--- src/hw/ilte_pkg.sv ---
// constants, register map and state codes of the link test engine
// assumes a 100 MHz system clock and word-indexed register offsets
package ilte_pkg;

  // ****************************************************************
  // register indices (byte address is four times the index)
  // ****************************************************************
  localparam logic [5:0] IDX_TARGET  = 6'h00;
  localparam logic [5:0] IDX_LENGTH  = 6'h01;
  localparam logic [5:0] IDX_TIMEOUT = 6'h02;
  localparam logic [5:0] IDX_STATUS  = 6'h03;
  localparam logic [5:0] IDX_RUNS    = 6'h04;
  localparam logic [5:0] IDX_CNT_TOP = 6'h08;
  localparam logic [5:0] IDX_CTRL    = 6'h09;

  // ****************************************************************
  // fields
  // ****************************************************************
  localparam int         START_BIT  = 1;
  localparam int         CODE_LSB   = 13;
  localparam int         NUM_CNT    = 5;
  localparam int         NUM_FLAGS  = 6;
  localparam logic [7:0] NET_MIN    = 8'h01;
  localparam logic [7:0] NET_MAX    = 8'h7F;
  localparam logic [7:0] NODE_MIN   = 8'h01;
  localparam logic [7:0] NODE_MAX   = 8'h7E;
  localparam logic [15:0] LEN_MAX   = 16'h07CC;
  localparam logic [15:0] CNT_MAX   = 16'hFFFF;

  // ****************************************************************
  // result codes
  // ****************************************************************
  localparam logic [2:0] RES_NORMAL   = 3'h0;
  localparam logic [2:0] RES_TIMEOUT  = 3'h1;
  localparam logic [2:0] RES_RESPONSE = 3'h2;
  localparam logic [2:0] RES_SEND     = 3'h3;
  localparam logic [2:0] RES_MISMATCH = 3'h4;
  localparam logic [2:0] RES_ROUTE    = 3'h5;
  localparam logic [2:0] RES_PARAM    = 3'h6;

  // ****************************************************************
  // word addresses of the parameter block and control word
  // ****************************************************************
  localparam int DATA_AREA_BASE = 2000;
  localparam int DATA_STRIDE    = 100;
  localparam int CTRL_BASE      = 1500;
  localparam int CTRL_STRIDE    = 25;

  // ****************************************************************
  // timing
  // ****************************************************************
  localparam int CLK_PERIOD_NS   = 10;
  localparam int TMO_UNIT_MS     = 10;
  localparam int TMO_DEFAULT_MS  = 2000;
  localparam int TMO_UNIT_CYCLES = TMO_UNIT_MS * 1000000 / CLK_PERIOD_NS;
  localparam logic [15:0] TMO_DEFAULT_UNITS = 16'(TMO_DEFAULT_MS / TMO_UNIT_MS);

  typedef enum logic [3:0] {
    ST_IDLE  = 4'b0001,
    ST_CHECK = 4'b0010,
    ST_SEND  = 4'b0100,
    ST_WAIT  = 4'b1000
  } ilte_state_e;

endpackage : ilte_pkg

--- src/hw/ilte_engine.sv ---
// link test engine: APB register block, frame sender, echo checker, counters
// assumes single clock; frame and response ports run on the same clock
`timescale 1ns/1ns

module ilte_engine #(
  parameter int UNIT_NUMBER     = 0,
  parameter int ADDR_W          = 8,
  parameter int TMO_UNIT_CYCLES = ilte_pkg::TMO_UNIT_CYCLES
) (
  input  wire logic              clk,
  input  wire logic              rst,
  input  wire logic              psel,
  input  wire logic              penable,
  input  wire logic              pwrite,
  input  wire logic [ADDR_W-1:0] paddr,
  input  wire logic [31:0]       pwdata,
  output logic [31:0]            prdata,
  output logic                   pready,
  output logic                   pslverr,
  output logic                   txValid,
  input  wire logic              txReady,
  output logic [7:0]             txData,
  output logic                   txLast,
  output logic [15:0]            txDest,
  input  wire logic              sendFail,
  input  wire logic              routeFail,
  input  wire logic              rxValid,
  input  wire logic [7:0]        rxData,
  input  wire logic              rxLast,
  input  wire logic              rxCodeOk,
  output logic                   testRunningIndicator,
  output logic [15:0]            paramBlockWord,
  output logic [15:0]            ctrlWordAddr
);

  // ****************************************************************
  // register block state
  // ****************************************************************
  logic [15:0] paramTarget, paramLength, paramTimeout;
  logic        startBit;
  logic [15:0] next_paramTarget, next_paramLength, next_paramTimeout;
  logic        next_startBit;
  logic [31:0] next_prdata;
  logic        next_pslverr;
  logic [5:0]  regIdx;
  logic        addrBad;

  // ****************************************************************
  // engine state
  // ****************************************************************
  ilte_pkg::ilte_state_e state, next_state;
  logic [15:0] cnt [ilte_pkg::NUM_CNT];
  logic [15:0] next_cnt [ilte_pkg::NUM_CNT];
  logic [2:0]  code, next_code;
  logic [ilte_pkg::NUM_FLAGS-1:0] flags, next_flags;
  logic [10:0] curLen, next_curLen, txIdx, next_txIdx, rxIdx, next_rxIdx;
  logic [15:0] curTmo, next_curTmo, unitCnt, next_unitCnt;
  logic [31:0] tickCnt, next_tickCnt;
  logic [15:0] curDest, next_curDest;
  logic [7:0]  seed, next_seed;
  logic        mism, next_mism;
  logic        done;
  logic [2:0]  doneCode;
  logic        paramBad;
  logic [15:0] lenEff, tmoEff;

  assign regIdx = paddr[7:2];
  assign addrBad = (paddr[1:0] != 2'h0) || (regIdx > ilte_pkg::IDX_CTRL)
                   || ((paddr >> 8) != '0);
  assign pready  = psel & penable;

  // ****************************************************************
  // APB slave: read data captured in setup, write in access
  // ****************************************************************
  always_comb begin
    next_paramTarget  = paramTarget;
    next_paramLength  = paramLength;
    next_paramTimeout = paramTimeout;
    next_startBit     = startBit;
    next_prdata       = prdata;
    next_pslverr      = pslverr;
    if (psel && !penable) begin
      next_pslverr = addrBad;
      next_prdata  = 32'h0;
      if (!addrBad) begin
        case (regIdx)
          ilte_pkg::IDX_TARGET:  next_prdata = {16'h0, paramTarget};
          ilte_pkg::IDX_LENGTH:  next_prdata = {16'h0, paramLength};
          ilte_pkg::IDX_TIMEOUT: next_prdata = {16'h0, paramTimeout};
          ilte_pkg::IDX_STATUS:  next_prdata = {16'h0, code, 7'h0, flags};
          ilte_pkg::IDX_CTRL:    next_prdata = {30'h0, startBit, 1'b0};
          default: begin
            if (regIdx >= ilte_pkg::IDX_RUNS && regIdx <= ilte_pkg::IDX_CNT_TOP)
              next_prdata = {16'h0, cnt[3'(regIdx - ilte_pkg::IDX_RUNS)]};
          end
        endcase
      end
    end
    if (pready && pwrite && !addrBad) begin
      case (regIdx)
        ilte_pkg::IDX_TARGET:  next_paramTarget  = pwdata[15:0];
        ilte_pkg::IDX_LENGTH:  next_paramLength  = pwdata[15:0];
        ilte_pkg::IDX_TIMEOUT: next_paramTimeout = pwdata[15:0];
        ilte_pkg::IDX_CTRL:    next_startBit     = pwdata[ilte_pkg::START_BIT];
        default: ;
      endcase
    end
  end

  always_ff @(posedge clk or posedge rst) begin
    if (rst) begin
      paramTarget  <= 16'h0000;
      paramLength  <= 16'h0000;
      paramTimeout <= 16'h0000;
      startBit     <= 1'b0;
      prdata       <= 32'h0000_0000;
      pslverr      <= 1'b0;
    end else begin
      paramTarget  <= next_paramTarget;
      paramLength  <= next_paramLength;
      paramTimeout <= next_paramTimeout;
      startBit     <= next_startBit;
      prdata       <= next_prdata;
      pslverr      <= next_pslverr;
    end
  end

  // ****************************************************************
  // live parameters, checked at the start of each exchange
  // ****************************************************************
  assign lenEff = (paramLength == 16'h0000) ? ilte_pkg::LEN_MAX : paramLength;
  assign tmoEff = (paramTimeout == 16'h0000) ? ilte_pkg::TMO_DEFAULT_UNITS : paramTimeout;
  assign paramBad = (paramTarget[15:8] < ilte_pkg::NET_MIN) || (paramTarget[15:8] > ilte_pkg::NET_MAX)
                    || (paramTarget[7:0] < ilte_pkg::NODE_MIN) || (paramTarget[7:0] > ilte_pkg::NODE_MAX)
                    || (paramLength > ilte_pkg::LEN_MAX);

  assign txValid = (state == ilte_pkg::ST_SEND);
  assign txData  = txIdx[7:0] ^ seed;
  assign txLast  = (txIdx == curLen - 11'h001);
  assign txDest  = curDest;

  // ****************************************************************
  // exchange sequencer
  // ****************************************************************
  always_comb begin
    next_state   = state;
    next_code    = code;
    next_flags   = flags;
    next_curLen  = curLen;
    next_curTmo  = curTmo;
    next_curDest = curDest;
    next_seed    = seed;
    next_txIdx   = txIdx;
    next_rxIdx   = rxIdx;
    next_mism    = mism;
    next_unitCnt = unitCnt;
    next_tickCnt = tickCnt;
    for (int i = 0; i < ilte_pkg::NUM_CNT; i++) next_cnt[i] = cnt[i];
    done     = 1'b0;
    doneCode = ilte_pkg::RES_NORMAL;
    case (state)
      ilte_pkg::ST_IDLE: begin
        if (startBit) begin
          next_flags = '0;
          for (int i = 0; i < ilte_pkg::NUM_CNT; i++) next_cnt[i] = 16'h0000;
          next_state = ilte_pkg::ST_CHECK;
        end
      end
      ilte_pkg::ST_CHECK: begin
        next_curLen  = lenEff[10:0];
        next_curTmo  = tmoEff;
        next_curDest = paramTarget;
        next_seed    = cnt[0][7:0];
        next_txIdx   = 11'h000;
        next_rxIdx   = 11'h000;
        next_mism    = 1'b0;
        if (paramBad) begin
          done     = 1'b1;
          doneCode = ilte_pkg::RES_PARAM;
        end else begin
          next_state = ilte_pkg::ST_SEND;
        end
      end
      ilte_pkg::ST_SEND: begin
        if (routeFail) begin
          done     = 1'b1;
          doneCode = ilte_pkg::RES_ROUTE;
        end else if (sendFail) begin
          done     = 1'b1;
          doneCode = ilte_pkg::RES_SEND;
        end else if (txReady) begin
          next_txIdx = txIdx + 11'h001;
          if (txLast) begin
            next_state   = ilte_pkg::ST_WAIT;
            next_unitCnt = 16'h0000;
            next_tickCnt = 32'h0;
          end
        end
      end
      ilte_pkg::ST_WAIT: begin
        if (sendFail) begin
          done     = 1'b1;
          doneCode = ilte_pkg::RES_SEND;
        end else if (rxValid) begin
          next_rxIdx = rxIdx + 11'h001;
          if (rxData != (rxIdx[7:0] ^ seed) || rxIdx >= curLen)
            next_mism = 1'b1;
          if (rxLast) begin
            done = 1'b1;
            if (!rxCodeOk)
              doneCode = ilte_pkg::RES_RESPONSE;
            else if (next_mism || next_rxIdx != curLen)
              doneCode = ilte_pkg::RES_MISMATCH;
            else
              doneCode = ilte_pkg::RES_NORMAL;
          end
        end else if (tickCnt == 32'(TMO_UNIT_CYCLES - 1)) begin
          next_tickCnt = 32'h0;
          next_unitCnt = unitCnt + 16'h0001;
          if (next_unitCnt == curTmo) begin
            done     = 1'b1;
            doneCode = ilte_pkg::RES_TIMEOUT;
          end
        end else begin
          next_tickCnt = tickCnt + 32'h1;
        end
      end
      default: next_state = ilte_pkg::ST_IDLE;
    endcase
    if (done) begin
      next_code  = doneCode;
      next_state = ilte_pkg::ST_CHECK;
      next_cnt[0] = cnt[0] + 16'h0001;
      if (doneCode != ilte_pkg::RES_NORMAL)
        next_flags[doneCode - 3'h1] = 1'b1;
      if (doneCode >= ilte_pkg::RES_TIMEOUT && doneCode <= ilte_pkg::RES_MISMATCH
          && cnt[doneCode] != ilte_pkg::CNT_MAX)
        next_cnt[doneCode] = cnt[doneCode] + 16'h0001;
    end
    if (!startBit)
      next_state = ilte_pkg::ST_IDLE;
  end

  always_ff @(posedge clk or posedge rst) begin
    if (rst) begin
      state   <= ilte_pkg::ST_IDLE;
      code    <= 3'h0;
      flags   <= '0;
      curLen  <= 11'h000;
      curTmo  <= 16'h0000;
      curDest <= 16'h0000;
      seed    <= 8'h00;
      txIdx   <= 11'h000;
      rxIdx   <= 11'h000;
      mism    <= 1'b0;
      unitCnt <= 16'h0000;
      tickCnt <= 32'h0;
      for (int i = 0; i < ilte_pkg::NUM_CNT; i++) cnt[i] <= 16'h0000;
      testRunningIndicator <= 1'b0;
      paramBlockWord       <= 16'h0000;
      ctrlWordAddr         <= 16'h0000;
    end else begin
      state   <= next_state;
      code    <= next_code;
      flags   <= next_flags;
      curLen  <= next_curLen;
      curTmo  <= next_curTmo;
      curDest <= next_curDest;
      seed    <= next_seed;
      txIdx   <= next_txIdx;
      rxIdx   <= next_rxIdx;
      mism    <= next_mism;
      unitCnt <= next_unitCnt;
      tickCnt <= next_tickCnt;
      for (int i = 0; i < ilte_pkg::NUM_CNT; i++) cnt[i] <= next_cnt[i];
      testRunningIndicator <= startBit;
      paramBlockWord <= 16'(ilte_pkg::DATA_AREA_BASE + ilte_pkg::DATA_STRIDE * UNIT_NUMBER);
      ctrlWordAddr   <= 16'(ilte_pkg::CTRL_BASE + ilte_pkg::CTRL_STRIDE * UNIT_NUMBER);
    end
  end
endmodule : ilte_engine

--- config.mk ---
export PLATFORM = sky130hd
export DESIGN_NAME = ilte_engine
export DESIGN_NICKNAME = d
export VERILOG_FILES = /design/src/hw/ilte_pkg.sv /design/src/hw/ilte_engine.sv
export SDC_FILE = /design/constraint.sdc
export NUM_CORES = 1
export LEC_CHECK = 0
export BUFFER_PORTS_ARGS = -buffer_cell sky130_fd_sc_hd__buf_2
export CAP_MARGIN = 30
export CORE_AREA = 2 2 172 174
export DETAILED_ROUTE_END_ITERATION = 7
export DIE_AREA = 0 0 174 176
export PLACE_DENSITY = 0.77
export SYNTH_ARGS = -nofsm -noshare
export SYNTH_HDL_FRONTEND = slang
export SYNTH_SLANG_ARGS = --single-unit
--- constraint.sdc ---
create_clock -name clk -period 20.4 [get_ports clk]
set_clock_uncertainty 0.05 [all_clocks]
set_input_delay 2.04 -clock clk [delete_from_list [all_inputs] [get_ports clk]]
set_output_delay 2.04 -clock clk [all_outputs]
set_load 0.05 [all_outputs]
==> metrics.yaml <==
drt:
  ant_nets: 0
  first_pass_iters: 7
  drt-vias-per-instance: 6.44
  drt-initial-drc-count: 1979
  wl_per_cell_um: 22.1
  routed_wl_um: 50700
  vias: 14800
  drcViolationCount: 0
setup_path:
  cp.required_ns: 20.83
  crit_arrival_ns: 6.69
  path_cells: "buf_2 -> a22o_1 -> nand2_1 -> nand2_1 -> o22a_1 -> nand3_1 -> a32oi_2 -> o2111ai_2 -> or3_1 -> o311ai_4 -> buf_4 -> nand3_1 -> o21ai_0"
  crit_type: "in -> reg"
  r2r_start: "state[3]"
  ff2ff_path_depth: 15
  rrSetupSlack_ns: 14.48
  slowest_stage: "nand2_1"
  worstSetupStartpointType: "input pin"
  path_max_fanout: 19
  slowest_delay_ns: 0.91
  cp-end-kind: "flop"
  reg2reg_to: "cnt[2]"
synthesis:
  netlist_top_cells_area: "dfrtp_1 (41%), nand2_1 (7.0%), o21ai_0 (4.5%)"
  synth.distinct_cells: 102
  yosysTopAreaCell: "dfrtp_1"
  synth-edff-count: 0
  async_reset_ff_share_pct: 100
  synthCells: 1836
  synth_top_area_share_pct: 41.4
  syn_area_mm2: 0.0171
  yosysWarnings: 0
  seq_area_frac_synth_pct: 41.5
  ys.flop_type: "dfrtp_1"
  ys_ff_latch: 283
  syn-mean-instance-area_um2: 9.29
layout:
  final_common_cell: "nand2_1"
  final_cell_mix: "nand2_1 (315), dfrtp_1 (282), o21ai_0 (154)"
  n_antenna_cell: 0
  final_util_pct: 65.8
  area_growth_pct: 10.2
  drive_gt1_share_pct: 16.0
  fin_nets: 1963
sta:
  whs_ns: 0.419
  slew_headroom_pct: 28.5
  fin_crit_ns: 6.25
  worst_pin_slew_ns: 1.06
  slew_violations: 0
  grt_setup_unrepaired: "no"
  fmax_mhz: 160
  hold_violations: 0
  setup_violations: 0
  fin_crit_sh_pct: 30.6
  tns_ns: 0
die:
  floorplan.initialDensity_pct: 59.7
  die_y_um: 176
  rows: 62
  ioPinCount: 152
  core_mm2: 0.0285
  die_w_um: 174
  die_area_mm2: 0.0306
power_and_ir_drop:
  total_power_mw: 1.28
  switching_share_pct: 24.5
  internal-power_mw: 0.965
  peakVddDrop_v: 0.0000668
  comb_power_share_pct: 6.3
  leakage_nw: 8.70
  power.density_mw_per_mm2: 68.0
  seqPwrFrac_pct: 45.4
  clockPowerShare_pct: 48.4
  p_sw_mw: 0.313
place:
  place.gp.congestion: 0.984
  io_buffer_count: 100
  hpwl_um: 35200
global_routing:
  grt_util_all_layers_pct: 32.8
  globalRouteOverflowTotal: 0
  antenna_found_initial: 0
  grt_pass1_vias: 14200
  grt_pass1_wl_um: 79200
  grt_max_degree: 134
clock_network:
  htree_levels: 1
  postCtsSetupBuffers: 0
  hold_buffers: 0
  cts_buffer_depth: 3
  clock_latency_ns: 0.59
  cts_resized: 0
  ctsRootBufferMaster: "clkbuf_16"
  cts_tree: "yes"
  cts.sinks: 283
  clkTransAtPathRegs_ns: 0.06
  cts_inserted_buffers: 31
worst_hold_path:
  hp-class: "reg -> reg"
  holdCritStartpoint: "txDest[12]"
  whs_path_depth: 2
  hold-path-endpoint: "txDest[12]"
run:
  drv_cap: 0
status:
  run_status: "finished, final reports clean"
==> kinds of logic after synthesis <==
kind of cell,share of synthesized area [%]
compound gates,13.9
xor+xnor,6.42
fa+ha+maj,1.54
buf+inv,5.43
flops,41.5
mux,9.91
other cells,0.0440
simple gates,21.3
==> Yosys cell counts, drive strengths merged, types with 9 or more instances <==
master / count
a21oi: 41
a22oi: 16
a31oi: 10
a32oi: 12
and2: 9
and3: 25
buf: 77
clkbuf: 68
dfrtp: 282
ha: 21
inv: 38
mux2: 61
mux2i: 71
mux4: 13
nand2: 316
nand2b: 19
nand3: 75
nand4: 32
nor2: 118
nor2b: 9
nor3: 42
nor4: 24
nor4b: 9
o211ai: 16
o21ai: 164
o22a: 12
o22ai: 9
o31ai: 13
or3: 17
or4: 9
xnor2: 52
xor2: 55
==> critical path, delay by kind of cell <==
family,cells,cell delay (ns)
simple gates,5,2.19
compound gates,6,1.89
buf+inv,2,0.53
==> state kept, by name (all words and copies together), names as in the netlist <==
signal                cells
startBit                  1
mism                      1
prdata                   16
curLen                   11
state                     4
tickCnt                  32
flags                     6
code                      3
paramTarget              16
unitCnt                  16
pslverr                   1
paramLength              16
txDest                   16
seed                      8
testRunningIndicator      1
paramBlockWord            1
rxIdx                    11
txIdx                    11
cnt                      80
curTmo                   16
paramTimeout             16
==> power groups by stage <==
stage	Sequential [mW]	Clock (mW)	Combinational, mW
finish	0.580	0.618	0.0800
global route	0.581	0.645	0.0864
CTS	0.579	0.623	0.0775
detailed placement	0.590	0	0.0771
global placement	0.589	0	0.0753
floorplan	0.589	0	0.0616
==> layer usage <==
metal / GRT usage (%) / routed length (µm) / up-vias
li1: - / - / 6554
met1: 44.9 / 20600 / 7236
met2: 51.6 / 23100 / 806
met3: 6.01 / 4610 / 157
met4: 14.0 / 2360 / 0
met5: 0 / 0 / -
==> layout make-up <==
type                       count  area [µm²]
multi-input combinational   1404        9200
inverter                      38         150
clock buffer                  39         856
fill                        2293        9760
sequential                   283        7080
clock inverter                19         275
tap                          384         480
timing repair buffer         125         746
==> worst max-delay path by stage <==
stage,startpoint,to,depth (start not counted)
after floorplan,rst,cnt[0],1
after global placement,sendFail,cnt[0],13
after detailed placement,rxValid,cnt[2],15
after CTS,rxValid,cnt[2],15
after global routing,rxValid,cnt[7],15
final,sendFail,cnt[2],13
==> per-stage QoR <==
step           setup slack (ns)  instances  instance area [µm²]
2_1_floorplan             10.50       1870                17200
3_3_place_gp              13.89       2229                17600
3_5_place_dp              13.78       2231                17600
4_1_cts                   14.38       2289                18700
5_1_grt                   14.07       2292                18800
6_report                  14.15       2292                18800
No activity file was read; power rests on OpenSTA's default activity.
